[config.mk]
export PLATFORM = sky130hd
export DESIGN_NAME = wmp_top
export DESIGN_NICKNAME = d
export VERILOG_FILES = /design/src/wmp_pkg.sv /design/src/wmp_top.sv
export SDC_FILE = /design/constraint.sdc
export NUM_CORES = 1
export LEC_CHECK = 0
export BUFFER_PORTS_ARGS = -buffer_cell sky130_fd_sc_hd__buf_2
export CAP_MARGIN = 25
export CELL_PAD_IN_SITES_DETAIL_PLACEMENT = 0
export CELL_PAD_IN_SITES_GLOBAL_PLACEMENT = 2
export CORE_ASPECT_RATIO = 0.75
export CORE_MARGIN = 5
export CORE_UTILIZATION = 38
export CTS_BUF_LIST = sky130_fd_sc_hd__clkbuf_8
export DETAILED_ROUTE_END_ITERATION = 8
export HOLD_SLACK_MARGIN = 0.02
export PLACE_DENSITY_LB_ADDON = 0.1
export SKIP_CTS_REPAIR_TIMING = 1
export SYNTH_ARGS = -nofsm -noshare
export SYNTH_HDL_FRONTEND = slang
export SYNTH_SLANG_ARGS = --single-unit
[constraint.sdc]
create_clock -name aclk -period 2.2 [get_ports aclk]
set_input_delay 0.22 -clock aclk [delete_from_list [all_inputs] [get_ports aclk]]
set_output_delay 0.22 -clock aclk [all_outputs]
set_load 0.01 [all_outputs]
[src/wmp_pkg.sv]
// Purpose: shared constants for the write mask and preamble block
// Assumes: one 25 MHz clock, AXI4-Lite register access
// Notes:   offsets are byte addresses of 32-bit words
package wmp_pkg;

  // ----------------------------------------
  // register map
  // ----------------------------------------
  localparam logic [7:0] WMP_OFF_MODE_REG_ZERO = 8'h00;
  localparam logic [7:0] WMP_OFF_MODE_REG_ONE  = 8'h04;
  localparam logic [7:0] WMP_OFF_MODE_REG_TWO  = 8'h08;
  localparam logic [7:0] WMP_OFF_MODE_REG_FOUR = 8'h0c;
  localparam logic [7:0] WMP_OFF_MODE_REG_FIVE = 8'h10;
  localparam logic [7:0] WMP_OFF_CONFIG        = 8'h14;
  localparam logic [7:0] WMP_OFF_STATUS        = 8'h18;
  localparam logic [7:0] WMP_OFF_CRC_CHECK     = 8'h1c;

  // ----------------------------------------
  // field positions
  // ----------------------------------------
  localparam int WMP_BIT_TERM_STROBE = 11;  // mode_reg_one
  localparam int WMP_BIT_PRE_TRAIN   = 10;  // mode_reg_four
  localparam int WMP_BIT_RD_PRE      = 11;  // mode_reg_four
  localparam int WMP_BIT_WR_PRE      = 12;  // mode_reg_four
  localparam int WMP_BIT_CRC_ERR     = 3;   // mode_reg_five
  localparam int WMP_BIT_MASK_EN     = 10;  // mode_reg_five
  localparam int WMP_BIT_WR_INV      = 11;  // mode_reg_five
  localparam int WMP_BIT_RD_INV      = 12;  // mode_reg_five
  localparam int WMP_BIT_WR_CRC      = 0;   // config
  localparam int WMP_BIT_MPR_MODE    = 1;   // config
  localparam int WMP_LSB_WIDTH       = 2;   // config, 2 bits
  localparam int WMP_LSB_WLAT        = 3;   // mode_reg_two [5:3]
  localparam int WMP_LSB_WREC        = 9;   // mode_reg_zero [11:9]

  // ----------------------------------------
  // values and counts
  // ----------------------------------------
  localparam logic [1:0]  WMP_ORG_X4      = 2'h0;
  localparam logic [1:0]  WMP_ORG_X8      = 2'h1;
  localparam logic [1:0]  WMP_ORG_X16     = 2'h2;
  localparam logic [31:0] WMP_RST_CONFIG  = 32'h0000_0004;  // x8
  localparam logic [31:0] WMP_RST_MODE    = 32'h0000_0000;
  localparam int          WMP_BEATS       = 8;
  localparam logic [2:0]  WMP_LAST_BEAT   = 3'h7;
  localparam logic [3:0]  WMP_PRE_ONE_CLK = 4'h1;
  localparam logic [3:0]  WMP_PRE_TWO_CLK = 4'h2;
  localparam logic [1:0]  WMP_RESP_OKAY   = 2'h0;
  localparam logic [1:0]  WMP_RESP_SLVERR = 2'h2;

  typedef enum logic [1:0] {
    WMP_IDLE,
    WMP_BURST,
    WMP_COMMIT
  } wmp_state_t;

endpackage

[src/wmp_top.sv]
// Purpose: write-mask, shared-pin function select and preamble mode logic
// Assumes: link strobe and pins arrive unsynchronised; one beat per rising strobe edge
// Notes:   the controller keeps its own spacing and latency choices
//
// The register offsets and the AXI4-Lite slave port are this design's own decisions.
`timescale 1ns/1ps
module wmp_top
  import wmp_pkg::*;
(
  // clock and reset
  input  wire logic        aclk,
  input  wire logic        aresetn,
  // axi4-lite write
  input  wire logic [7:0]  s_axi_awaddr,
  input  wire logic        s_axi_awvalid,
  output logic             s_axi_awready,
  input  wire logic [31:0] s_axi_wdata,
  input  wire logic [3:0]  s_axi_wstrb,
  input  wire logic        s_axi_wvalid,
  output logic             s_axi_wready,
  output logic [1:0]       s_axi_bresp,
  output logic             s_axi_bvalid,
  input  wire logic        s_axi_bready,
  // axi4-lite read
  input  wire logic [7:0]  s_axi_araddr,
  input  wire logic        s_axi_arvalid,
  output logic             s_axi_arready,
  output logic [31:0]      s_axi_rdata,
  output logic [1:0]       s_axi_rresp,
  output logic             s_axi_rvalid,
  input  wire logic        s_axi_rready,
  // link pins
  input  wire logic        data_strobe,
  input  wire logic        write_burst,
  input  wire logic [15:0] data_pins,
  input  wire logic        lower_byte_mask_pin,
  input  wire logic        upper_byte_mask_pin,
  // array side
  output logic             array_we,
  output logic [15:0]      array_data,
  output logic [15:0]      array_byte_en,
  output logic [2:0]       array_beat,
  output logic             write_preamble_two,
  output logic             read_preamble_two,
  output logic             preamble_training
);

  // ----------------------------------------
  // registers
  // ----------------------------------------
  logic [31:0] mode_zero_q, mode_one_q, mode_two_q, mode_four_q, mode_five_q, config_q;
  logic        crc_ok_q;
  logic        aw_hold_q, w_hold_q;
  logic [7:0]  aw_addr_q;
  logic [31:0] w_data_q;
  logic [3:0]  w_strb_q;
  logic        crc_fail_set;
  wmp_state_t  state_q;

  function automatic logic [31:0] wmp_merge(input logic [31:0] old, input logic [31:0] nw, input logic [3:0] be);
    logic [31:0] res;
    res = old;
    for (int i = 0; i < 4; i++) begin
      if (be[i]) begin
        res[i*8 +: 8] = nw[i*8 +: 8];
      end
    end
    return res;
  endfunction

  wire logic do_write = aw_hold_q && w_hold_q && !s_axi_bvalid;
  wire logic [1:0] org = config_q[WMP_LSB_WIDTH +: 2];
  // mask only exists on byte-wide and sixteen-bit parts
  wire logic mask_on = mode_five_q[WMP_BIT_MASK_EN] && (org != WMP_ORG_X4);
  wire logic crc_on  = config_q[WMP_BIT_WR_CRC];
  wire logic busy    = (state_q != WMP_IDLE);

  always_ff @(posedge aclk) begin
    if (!aresetn) begin
      aw_hold_q <= 1'b0;
      aw_addr_q <= 8'h00;
    end else if (s_axi_awvalid && s_axi_awready) begin
      aw_hold_q <= 1'b1;
      aw_addr_q <= s_axi_awaddr;
    end else if (do_write) begin
      aw_hold_q <= 1'b0;
    end
  end

  always_ff @(posedge aclk) begin
    if (!aresetn) begin
      w_hold_q <= 1'b0;
      w_data_q <= 32'h0000_0000;
      w_strb_q <= 4'h0;
    end else if (s_axi_wvalid && s_axi_wready) begin
      w_hold_q <= 1'b1;
      w_data_q <= s_axi_wdata;
      w_strb_q <= s_axi_wstrb;
    end else if (do_write) begin
      w_hold_q <= 1'b0;
    end
  end

  always_ff @(posedge aclk) begin
    if (!aresetn) begin
      s_axi_awready <= 1'b0;
      s_axi_wready  <= 1'b0;
    end else begin
      s_axi_awready <= !aw_hold_q && !(s_axi_awvalid && s_axi_awready);
      s_axi_wready  <= !w_hold_q && !(s_axi_wvalid && s_axi_wready);
    end
  end

  always_ff @(posedge aclk) begin
    if (!aresetn) begin
      s_axi_bvalid <= 1'b0;
      s_axi_bresp  <= WMP_RESP_OKAY;
    end else if (do_write) begin
      s_axi_bvalid <= 1'b1;
      s_axi_bresp  <= (aw_addr_q > WMP_OFF_CRC_CHECK || aw_addr_q[1:0] != 2'h0) ? WMP_RESP_SLVERR : WMP_RESP_OKAY;
    end else if (s_axi_bready) begin
      s_axi_bvalid <= 1'b0;
    end
  end

  always_ff @(posedge aclk) begin
    if (!aresetn) begin
      mode_zero_q <= WMP_RST_MODE;
      mode_one_q  <= WMP_RST_MODE;
      mode_two_q  <= WMP_RST_MODE;
      mode_four_q <= WMP_RST_MODE;
      config_q    <= WMP_RST_CONFIG;
      crc_ok_q    <= 1'b1;
    end else if (do_write) begin
      case (aw_addr_q)
        WMP_OFF_MODE_REG_ZERO: mode_zero_q <= wmp_merge(mode_zero_q, w_data_q, w_strb_q);
        WMP_OFF_MODE_REG_ONE:  mode_one_q  <= wmp_merge(mode_one_q, w_data_q, w_strb_q);
        WMP_OFF_MODE_REG_TWO:  mode_two_q  <= wmp_merge(mode_two_q, w_data_q, w_strb_q);
        WMP_OFF_MODE_REG_FOUR: begin
          mode_four_q <= wmp_merge(mode_four_q, w_data_q, w_strb_q);
          // training may only be entered while in register access mode
          if (!config_q[WMP_BIT_MPR_MODE]) begin
            mode_four_q[WMP_BIT_PRE_TRAIN] <= 1'b0;
          end
        end
        WMP_OFF_CONFIG:        config_q    <= wmp_merge(config_q, w_data_q, w_strb_q);
        WMP_OFF_CRC_CHECK:     crc_ok_q    <= w_data_q[0];
        default: ;
      endcase
    end
  end

  // crc error flag: a new failure wins over a clear
  always_ff @(posedge aclk) begin
    if (!aresetn) begin
      mode_five_q <= WMP_RST_MODE;
    end else begin
      if (do_write && aw_addr_q == WMP_OFF_MODE_REG_FIVE) begin
        mode_five_q <= wmp_merge(mode_five_q, w_data_q, w_strb_q);
      end
      if (crc_fail_set) begin
        mode_five_q[WMP_BIT_CRC_ERR] <= 1'b1;
      end
    end
  end

  always_ff @(posedge aclk) begin
    if (!aresetn) begin
      s_axi_arready <= 1'b0;
      s_axi_rvalid  <= 1'b0;
      s_axi_rdata   <= 32'h0000_0000;
      s_axi_rresp   <= WMP_RESP_OKAY;
    end else if (s_axi_rvalid) begin
      s_axi_arready <= 1'b0;
      if (s_axi_rready) begin
        s_axi_rvalid <= 1'b0;
      end
    end else if (s_axi_arvalid && s_axi_arready) begin
      s_axi_arready <= 1'b0;
      s_axi_rvalid  <= 1'b1;
      s_axi_rresp   <= WMP_RESP_OKAY;
      case (s_axi_araddr)
        WMP_OFF_MODE_REG_ZERO: s_axi_rdata <= mode_zero_q;
        WMP_OFF_MODE_REG_ONE:  s_axi_rdata <= mode_one_q;
        WMP_OFF_MODE_REG_TWO:  s_axi_rdata <= mode_two_q;
        WMP_OFF_MODE_REG_FOUR: s_axi_rdata <= mode_four_q;
        WMP_OFF_MODE_REG_FIVE: s_axi_rdata <= mode_five_q;
        WMP_OFF_CONFIG:        s_axi_rdata <= config_q;
        WMP_OFF_STATUS:        s_axi_rdata <= {29'h0, mask_on, array_we, busy};
        WMP_OFF_CRC_CHECK:     s_axi_rdata <= {31'h0, crc_ok_q};
        default: begin
          s_axi_rdata <= 32'h0000_0000;
          s_axi_rresp <= WMP_RESP_SLVERR;
        end
      endcase
    end else begin
      s_axi_arready <= !s_axi_arready;
    end
  end

  // ----------------------------------------
  // preamble selection
  // ----------------------------------------
  always_ff @(posedge aclk) begin
    if (!aresetn) begin
      write_preamble_two <= 1'b0;
      read_preamble_two  <= 1'b0;
      preamble_training  <= 1'b0;
    end else begin
      write_preamble_two <= mode_four_q[WMP_BIT_WR_PRE];
      read_preamble_two  <= mode_four_q[WMP_BIT_RD_PRE];
      preamble_training  <= mode_four_q[WMP_BIT_PRE_TRAIN] && config_q[WMP_BIT_MPR_MODE];
    end
  end

  // ----------------------------------------
  // link sampling
  // ----------------------------------------
  logic [19:0] sync1_q, sync2_q;
  logic        strobe_d1_q;
  always_ff @(posedge aclk) begin
    if (!aresetn) begin
      sync1_q     <= 20'h00000;
      sync2_q     <= 20'h00000;
      strobe_d1_q <= 1'b0;
    end else begin
      sync1_q     <= {data_strobe, write_burst, upper_byte_mask_pin, lower_byte_mask_pin, data_pins};
      sync2_q     <= sync1_q;
      strobe_d1_q <= sync2_q[19];
    end
  end
  wire logic beat_edge = sync2_q[19] && !strobe_d1_q;

  // ----------------------------------------
  // burst capture and commit
  // ----------------------------------------
  logic [2:0]   beat_q;
  logic [15:0]  buf_data_q [WMP_BEATS];
  logic [15:0]  buf_en_q   [WMP_BEATS];
  logic [2:0]   out_q;
  // pin low means masked; a disabled mask ignores the pin entirely
  wire logic [1:0] keep = mask_on ? sync2_q[17:16] : 2'h3;
  wire logic upper_ok = (org == WMP_ORG_X16);
  // with mask on, bad crc is persistent and blocks the whole burst
  wire logic commit_ok = !(crc_on && mask_on && !crc_ok_q);
  assign crc_fail_set = (state_q == WMP_BURST) && beat_edge && beat_q == WMP_LAST_BEAT && crc_on && !crc_ok_q;

  always_ff @(posedge aclk) begin
    if (!aresetn) begin
      state_q <= WMP_IDLE;
      beat_q  <= 3'h0;
      out_q   <= 3'h0;
    end else begin
      case (state_q)
        WMP_IDLE: begin
          beat_q <= 3'h0;
          if (beat_edge && sync2_q[18]) begin
            state_q <= WMP_BURST;
            beat_q  <= 3'h1;
          end
        end
        WMP_BURST: if (beat_edge) begin
          beat_q <= beat_q + 3'h1;
          if (beat_q == WMP_LAST_BEAT) begin
            state_q <= commit_ok ? WMP_COMMIT : WMP_IDLE;
            out_q   <= 3'h0;
          end
        end
        WMP_COMMIT: begin
          out_q <= out_q + 3'h1;
          if (out_q == WMP_LAST_BEAT) begin
            state_q <= WMP_IDLE;
          end
        end
        default: state_q <= WMP_IDLE;
      endcase
    end
  end

  // lower mask pairs with bits 7:0, upper with 15:8
  always_ff @(posedge aclk) begin
    if (!aresetn) begin
      for (int i = 0; i < WMP_BEATS; i++) begin
        buf_data_q[i] <= 16'h0000;
        buf_en_q[i]   <= 16'h0000;
      end
    end else if (beat_edge && (state_q == WMP_BURST || (state_q == WMP_IDLE && sync2_q[18]))) begin
      buf_data_q[beat_q] <= sync2_q[15:0];
      buf_en_q[beat_q]   <= {{8{keep[1] && upper_ok}}, {8{keep[0]}}};
    end
  end

  always_ff @(posedge aclk) begin
    if (!aresetn) begin
      array_we      <= 1'b0;
      array_data    <= 16'h0000;
      array_byte_en <= 16'h0000;
      array_beat    <= 3'h0;
    end else begin
      array_we      <= (state_q == WMP_COMMIT);
      array_data    <= buf_data_q[out_q];
      array_byte_en <= buf_en_q[out_q];
      array_beat    <= out_q;
    end
  end

endmodule

==> results.yml <==
floorplan:
  coreArea_um2: 54400
  fp.dieArea_um2: 59800
  num_io_pins: 159
  rows: 74
  die_w_um: 281
  start_util: 0.383
  dieHeight_um: 213
worst_setup_path:
  worstSetupPathType: "flop to flop"
  crit_path_end_kind: "flop"
  reg2reg_to: "config_q[2]"
  reg2reg_depth: 5
  rr_startpoint: "aw_addr_q[7]"
  cp-start-kind: "flop"
  worstPathMaxFanout: 18
  required_ns: 2.71
  startpoint: "aw_addr_q[7]"
  worstPathArrival_ns: 2.41
  regToRegSetupSlack_ns: 0.30
  cp-endpoint: "config_q[2]"
placed_design:
  port_buffers: 156
  dp_hpwl_um: 36300
  globalplace.congestion: 0.770
  placed_cell_area_um2: 22700
logic_synthesis:
  postSynthCellCount: 1792
  synth-compound-area-share: 0.0636
  synth-edff-count: 144
  synth_top_family_by_area: "simple AND/OR/NAND/NOR gates"
  synth.yosys.seq_area_share: 0.545
  synthAdderAreaFrac: 0.00240
  ys.flop_type: "dfxtp_1"
  yosys_warnings: 0
  synth_seq_cells: 496
  syn-cell-area_um2: 20900
  synth_xor_area_frac: 0
  ys_types: 59
  avgSynthCellArea_um2: 11.7
  async_flop_share: 0
  synth.mux.area_fraction: 0.171
  synthSimpleGateAreaFrac: 0.188
cts:
  cts_tree: "built"
  clk_latency_ns: 0.66
  cts.clk_slew.worst_paths_ns: 0.06
  clock_sinks: 496
  root_buffer: "clkbuf_8"
  clockBufferDepth: 3
  numCtsBuffers: 85
  htree_levels: 3
timing:
  tightest_slew_ns: 0.988
  period_share: 0.865
  hold_viol_final: 0
  setup-tns-final_ns: 0
  slew-limit-headroom: 0.340
  setup_viol: 0
  rsz0062_at_grt: "no"
  final.setup_skew_ns: 0.0252
  drv_slew: 0
  min_period_ns: 1.90
  max_freq_ghz: 0.526
power:
  p_leak_nw: 10.8
  p_per_area_nw_per_um2: 746
  ir_drop_mv: 0.406
  power_mw: 18.6
drt:
  drtIter0Drc: 881
  ant_nets: 0
  dr_total_vias: 14166
  wirelength_um: 58200
  dr.pass1.iters: 5
  via_per_inst: 5.03
  drcViolationCount: 0
  wl_per_cell_um: 20.7
layout:
  area_growth_pct: 19.6
  n_fill_cell: 5087
  nNetsFinal: 2115
  design_area_um2: 25000
  drive_above_1_share: 0.208
global_route:
  grt_first_pass_wirelength_um: 88500
  grt_pass1_vias: 14344
  grt_start_max_net_pins: 195
  gr-usage-all-layers: 0.194
  grt-ovfl-total: 0
  antenna_found_initial: 1
run:
  maxCapViolCount: 0
run_status:
  status: "finished, final reports clean"
worst_hold_path:
  hold_class: "primary input to flop"
## stage by stage
stage,setup WS [ns],util,hold slack [ns],std cells
final,0.298,0.458,0.0819,2816
after global routing,0.161,0.458,0.0698,2815
after CTS,0.284,0.446,-0.292,2747
after detailed placement,0.0999,0.417,0.419,2599
after global placement,0.161,0.417,0.414,2599
after floorplan,0.0391,-,0.347,1793
## synth_stat cells (3+ instances only)
library cell | count | area [um2]
mux2_2 | 24 | 270
and3_1 | 74 | 463
nor3_1 | 6 | 30.0
nand2b_1 | 11 | 68.8
a221o_1 | 8 | 80.1
edfxtp_1 | 144 | 4320
nor3b_1 | 3 | 22.5
clkbuf_1 | 86 | 323
nand3b_1 | 11 | 82.6
mux2i_1 | 219 | 2190
mux4_2 | 49 | 1100
and2_1 | 118 | 738
nand2_1 | 170 | 638
nor4_4 | 3 | 63.8
buf_2 | 23 | 115
nor2b_1 | 203 | 1270
nor2_1 | 24 | 90.1
a31oi_1 | 3 | 18.8
nor4b_1 | 4 | 35.0
o22ai_1 | 12 | 75.1
inv_1 | 8 | 30.0
and3b_1 | 3 | 26.3
nand4_2 | 3 | 37.5
o21ai_0 | 23 | 115
a21boi_0 | 62 | 465
nand3_1 | 10 | 50.1
a22o_1 | 20 | 175
dfxtp_1 | 352 | 7050
buf_4 | 17 | 128
ha_1 | 4 | 50.1
buf_1 | 12 | 45.0
and4b_1 | 5 | 50.1
nand3_2 | 15 | 150
a22oi_1 | 30 | 225
a21oi_1 | 4 | 20.0
## state kept, by name (all words and copies together), names as in the netlist, 32 cells and up
name and count:
buf_data_q 128, config_q 32, mode_five_q 32, mode_four_q 32
mode_one_q 32, mode_two_q 32, mode_zero_q 32, s_axi_rdata 32
w_data_q 32
## per-layer routing
metal	vias up	wire length (um)	global-route usage
met5	-	0	0
met4	0	1010	0.0471
met3	81	2780	0.0397
met2	306	23500	0.268
met1	6959	30900	0.308
li1	6820	-	-
## worst min-delay path by stage
| stage | start | end | slack, ns | depth (start not counted) |
|---|---|---|---|---|
| 6_report | s_axi_arvalid | s_axi_rvalid | 0.08 | 3 |
| 5_1_grt | s_axi_arvalid | s_axi_rvalid | 0.07 | 3 |
| 4_1_cts | data_pins[12] | sync1_q[12] | -0.29 | 2 |
| 3_5_place_dp | sync1_q[9] | sync2_q[9] | 0.42 | 1 |
| 3_3_place_gp | sync1_q[9] | sync2_q[9] | 0.41 | 1 |
| 2_1_floorplan | data_pins[0] | sync1_q[0] | 0.35 | 1 |
## layout make-up
type | count | area, um2 | share of cell area
clock inverters | 44 | 173 | 0.00692
repair buffers | 290 | 2150 | 0.0863
multi-input cells | 1151 | 8890 | 0.356
diodes | 1 | 2.50 | 0.000100
clock buffers | 104 | 1430 | 0.0573
inverters | 8 | 30.0 | 0.00120
flip-flops and latches | 496 | 11400 | 0.456
well taps | 722 | 903 | 0.0362
## worst max-delay path, stage by stage, from the launching register on
cell and delay, ns:
dfxtp_1 0.35, nor4_4 0.28, buf_4 0.34, nand3_2 0.43
mux2i_1 0.27, nand2_1 0.06
## power by group
group / switching (mW) / internal (mW)
registers: 0.152 / 9.58
logic: 0.527 / 0.437
clock network: 3.71 / 4.23
total: 4.39 / 14.2
## cell families (layout without fill, tap and decap cells)
logic type,Yosys count,after routing
AND/OR/NAND/NOR,673,673
multiplexers,292,292
buffers and inverters,146,446
flip-flops,496,496
adder cells (fa/ha/maj),4,4
AO/OA/AOI/OAI,180,180
other,1,3
## layout by cell type, fill, tap and decap left out, types with 6 or more instances in the layout
cell type / instances
a22o_1: 20
dlygate4sd3_1: 67
and2_1: 119
inv_1: 43
a221o_1: 8
nor2_1: 24
nand3b_1: 11
o22ai_1: 12
edfxtp_1: 144
mux4_2: 49
nor2b_1: 203
mux2i_1: 219
nand2b_1: 11
and3_1: 74
mux2_2: 24
buf_12: 15
buf_2: 154
dfxtp_1: 351
a21boi_0: 62
buf_4: 53
a22oi_1: 30
clkbuf_8: 105
nand2_1: 170
o21ai_0: 23
nand3_2: 15
nor3_1: 6
nand3_1: 10
No activity file was read; power rests on OpenSTA's default activity.
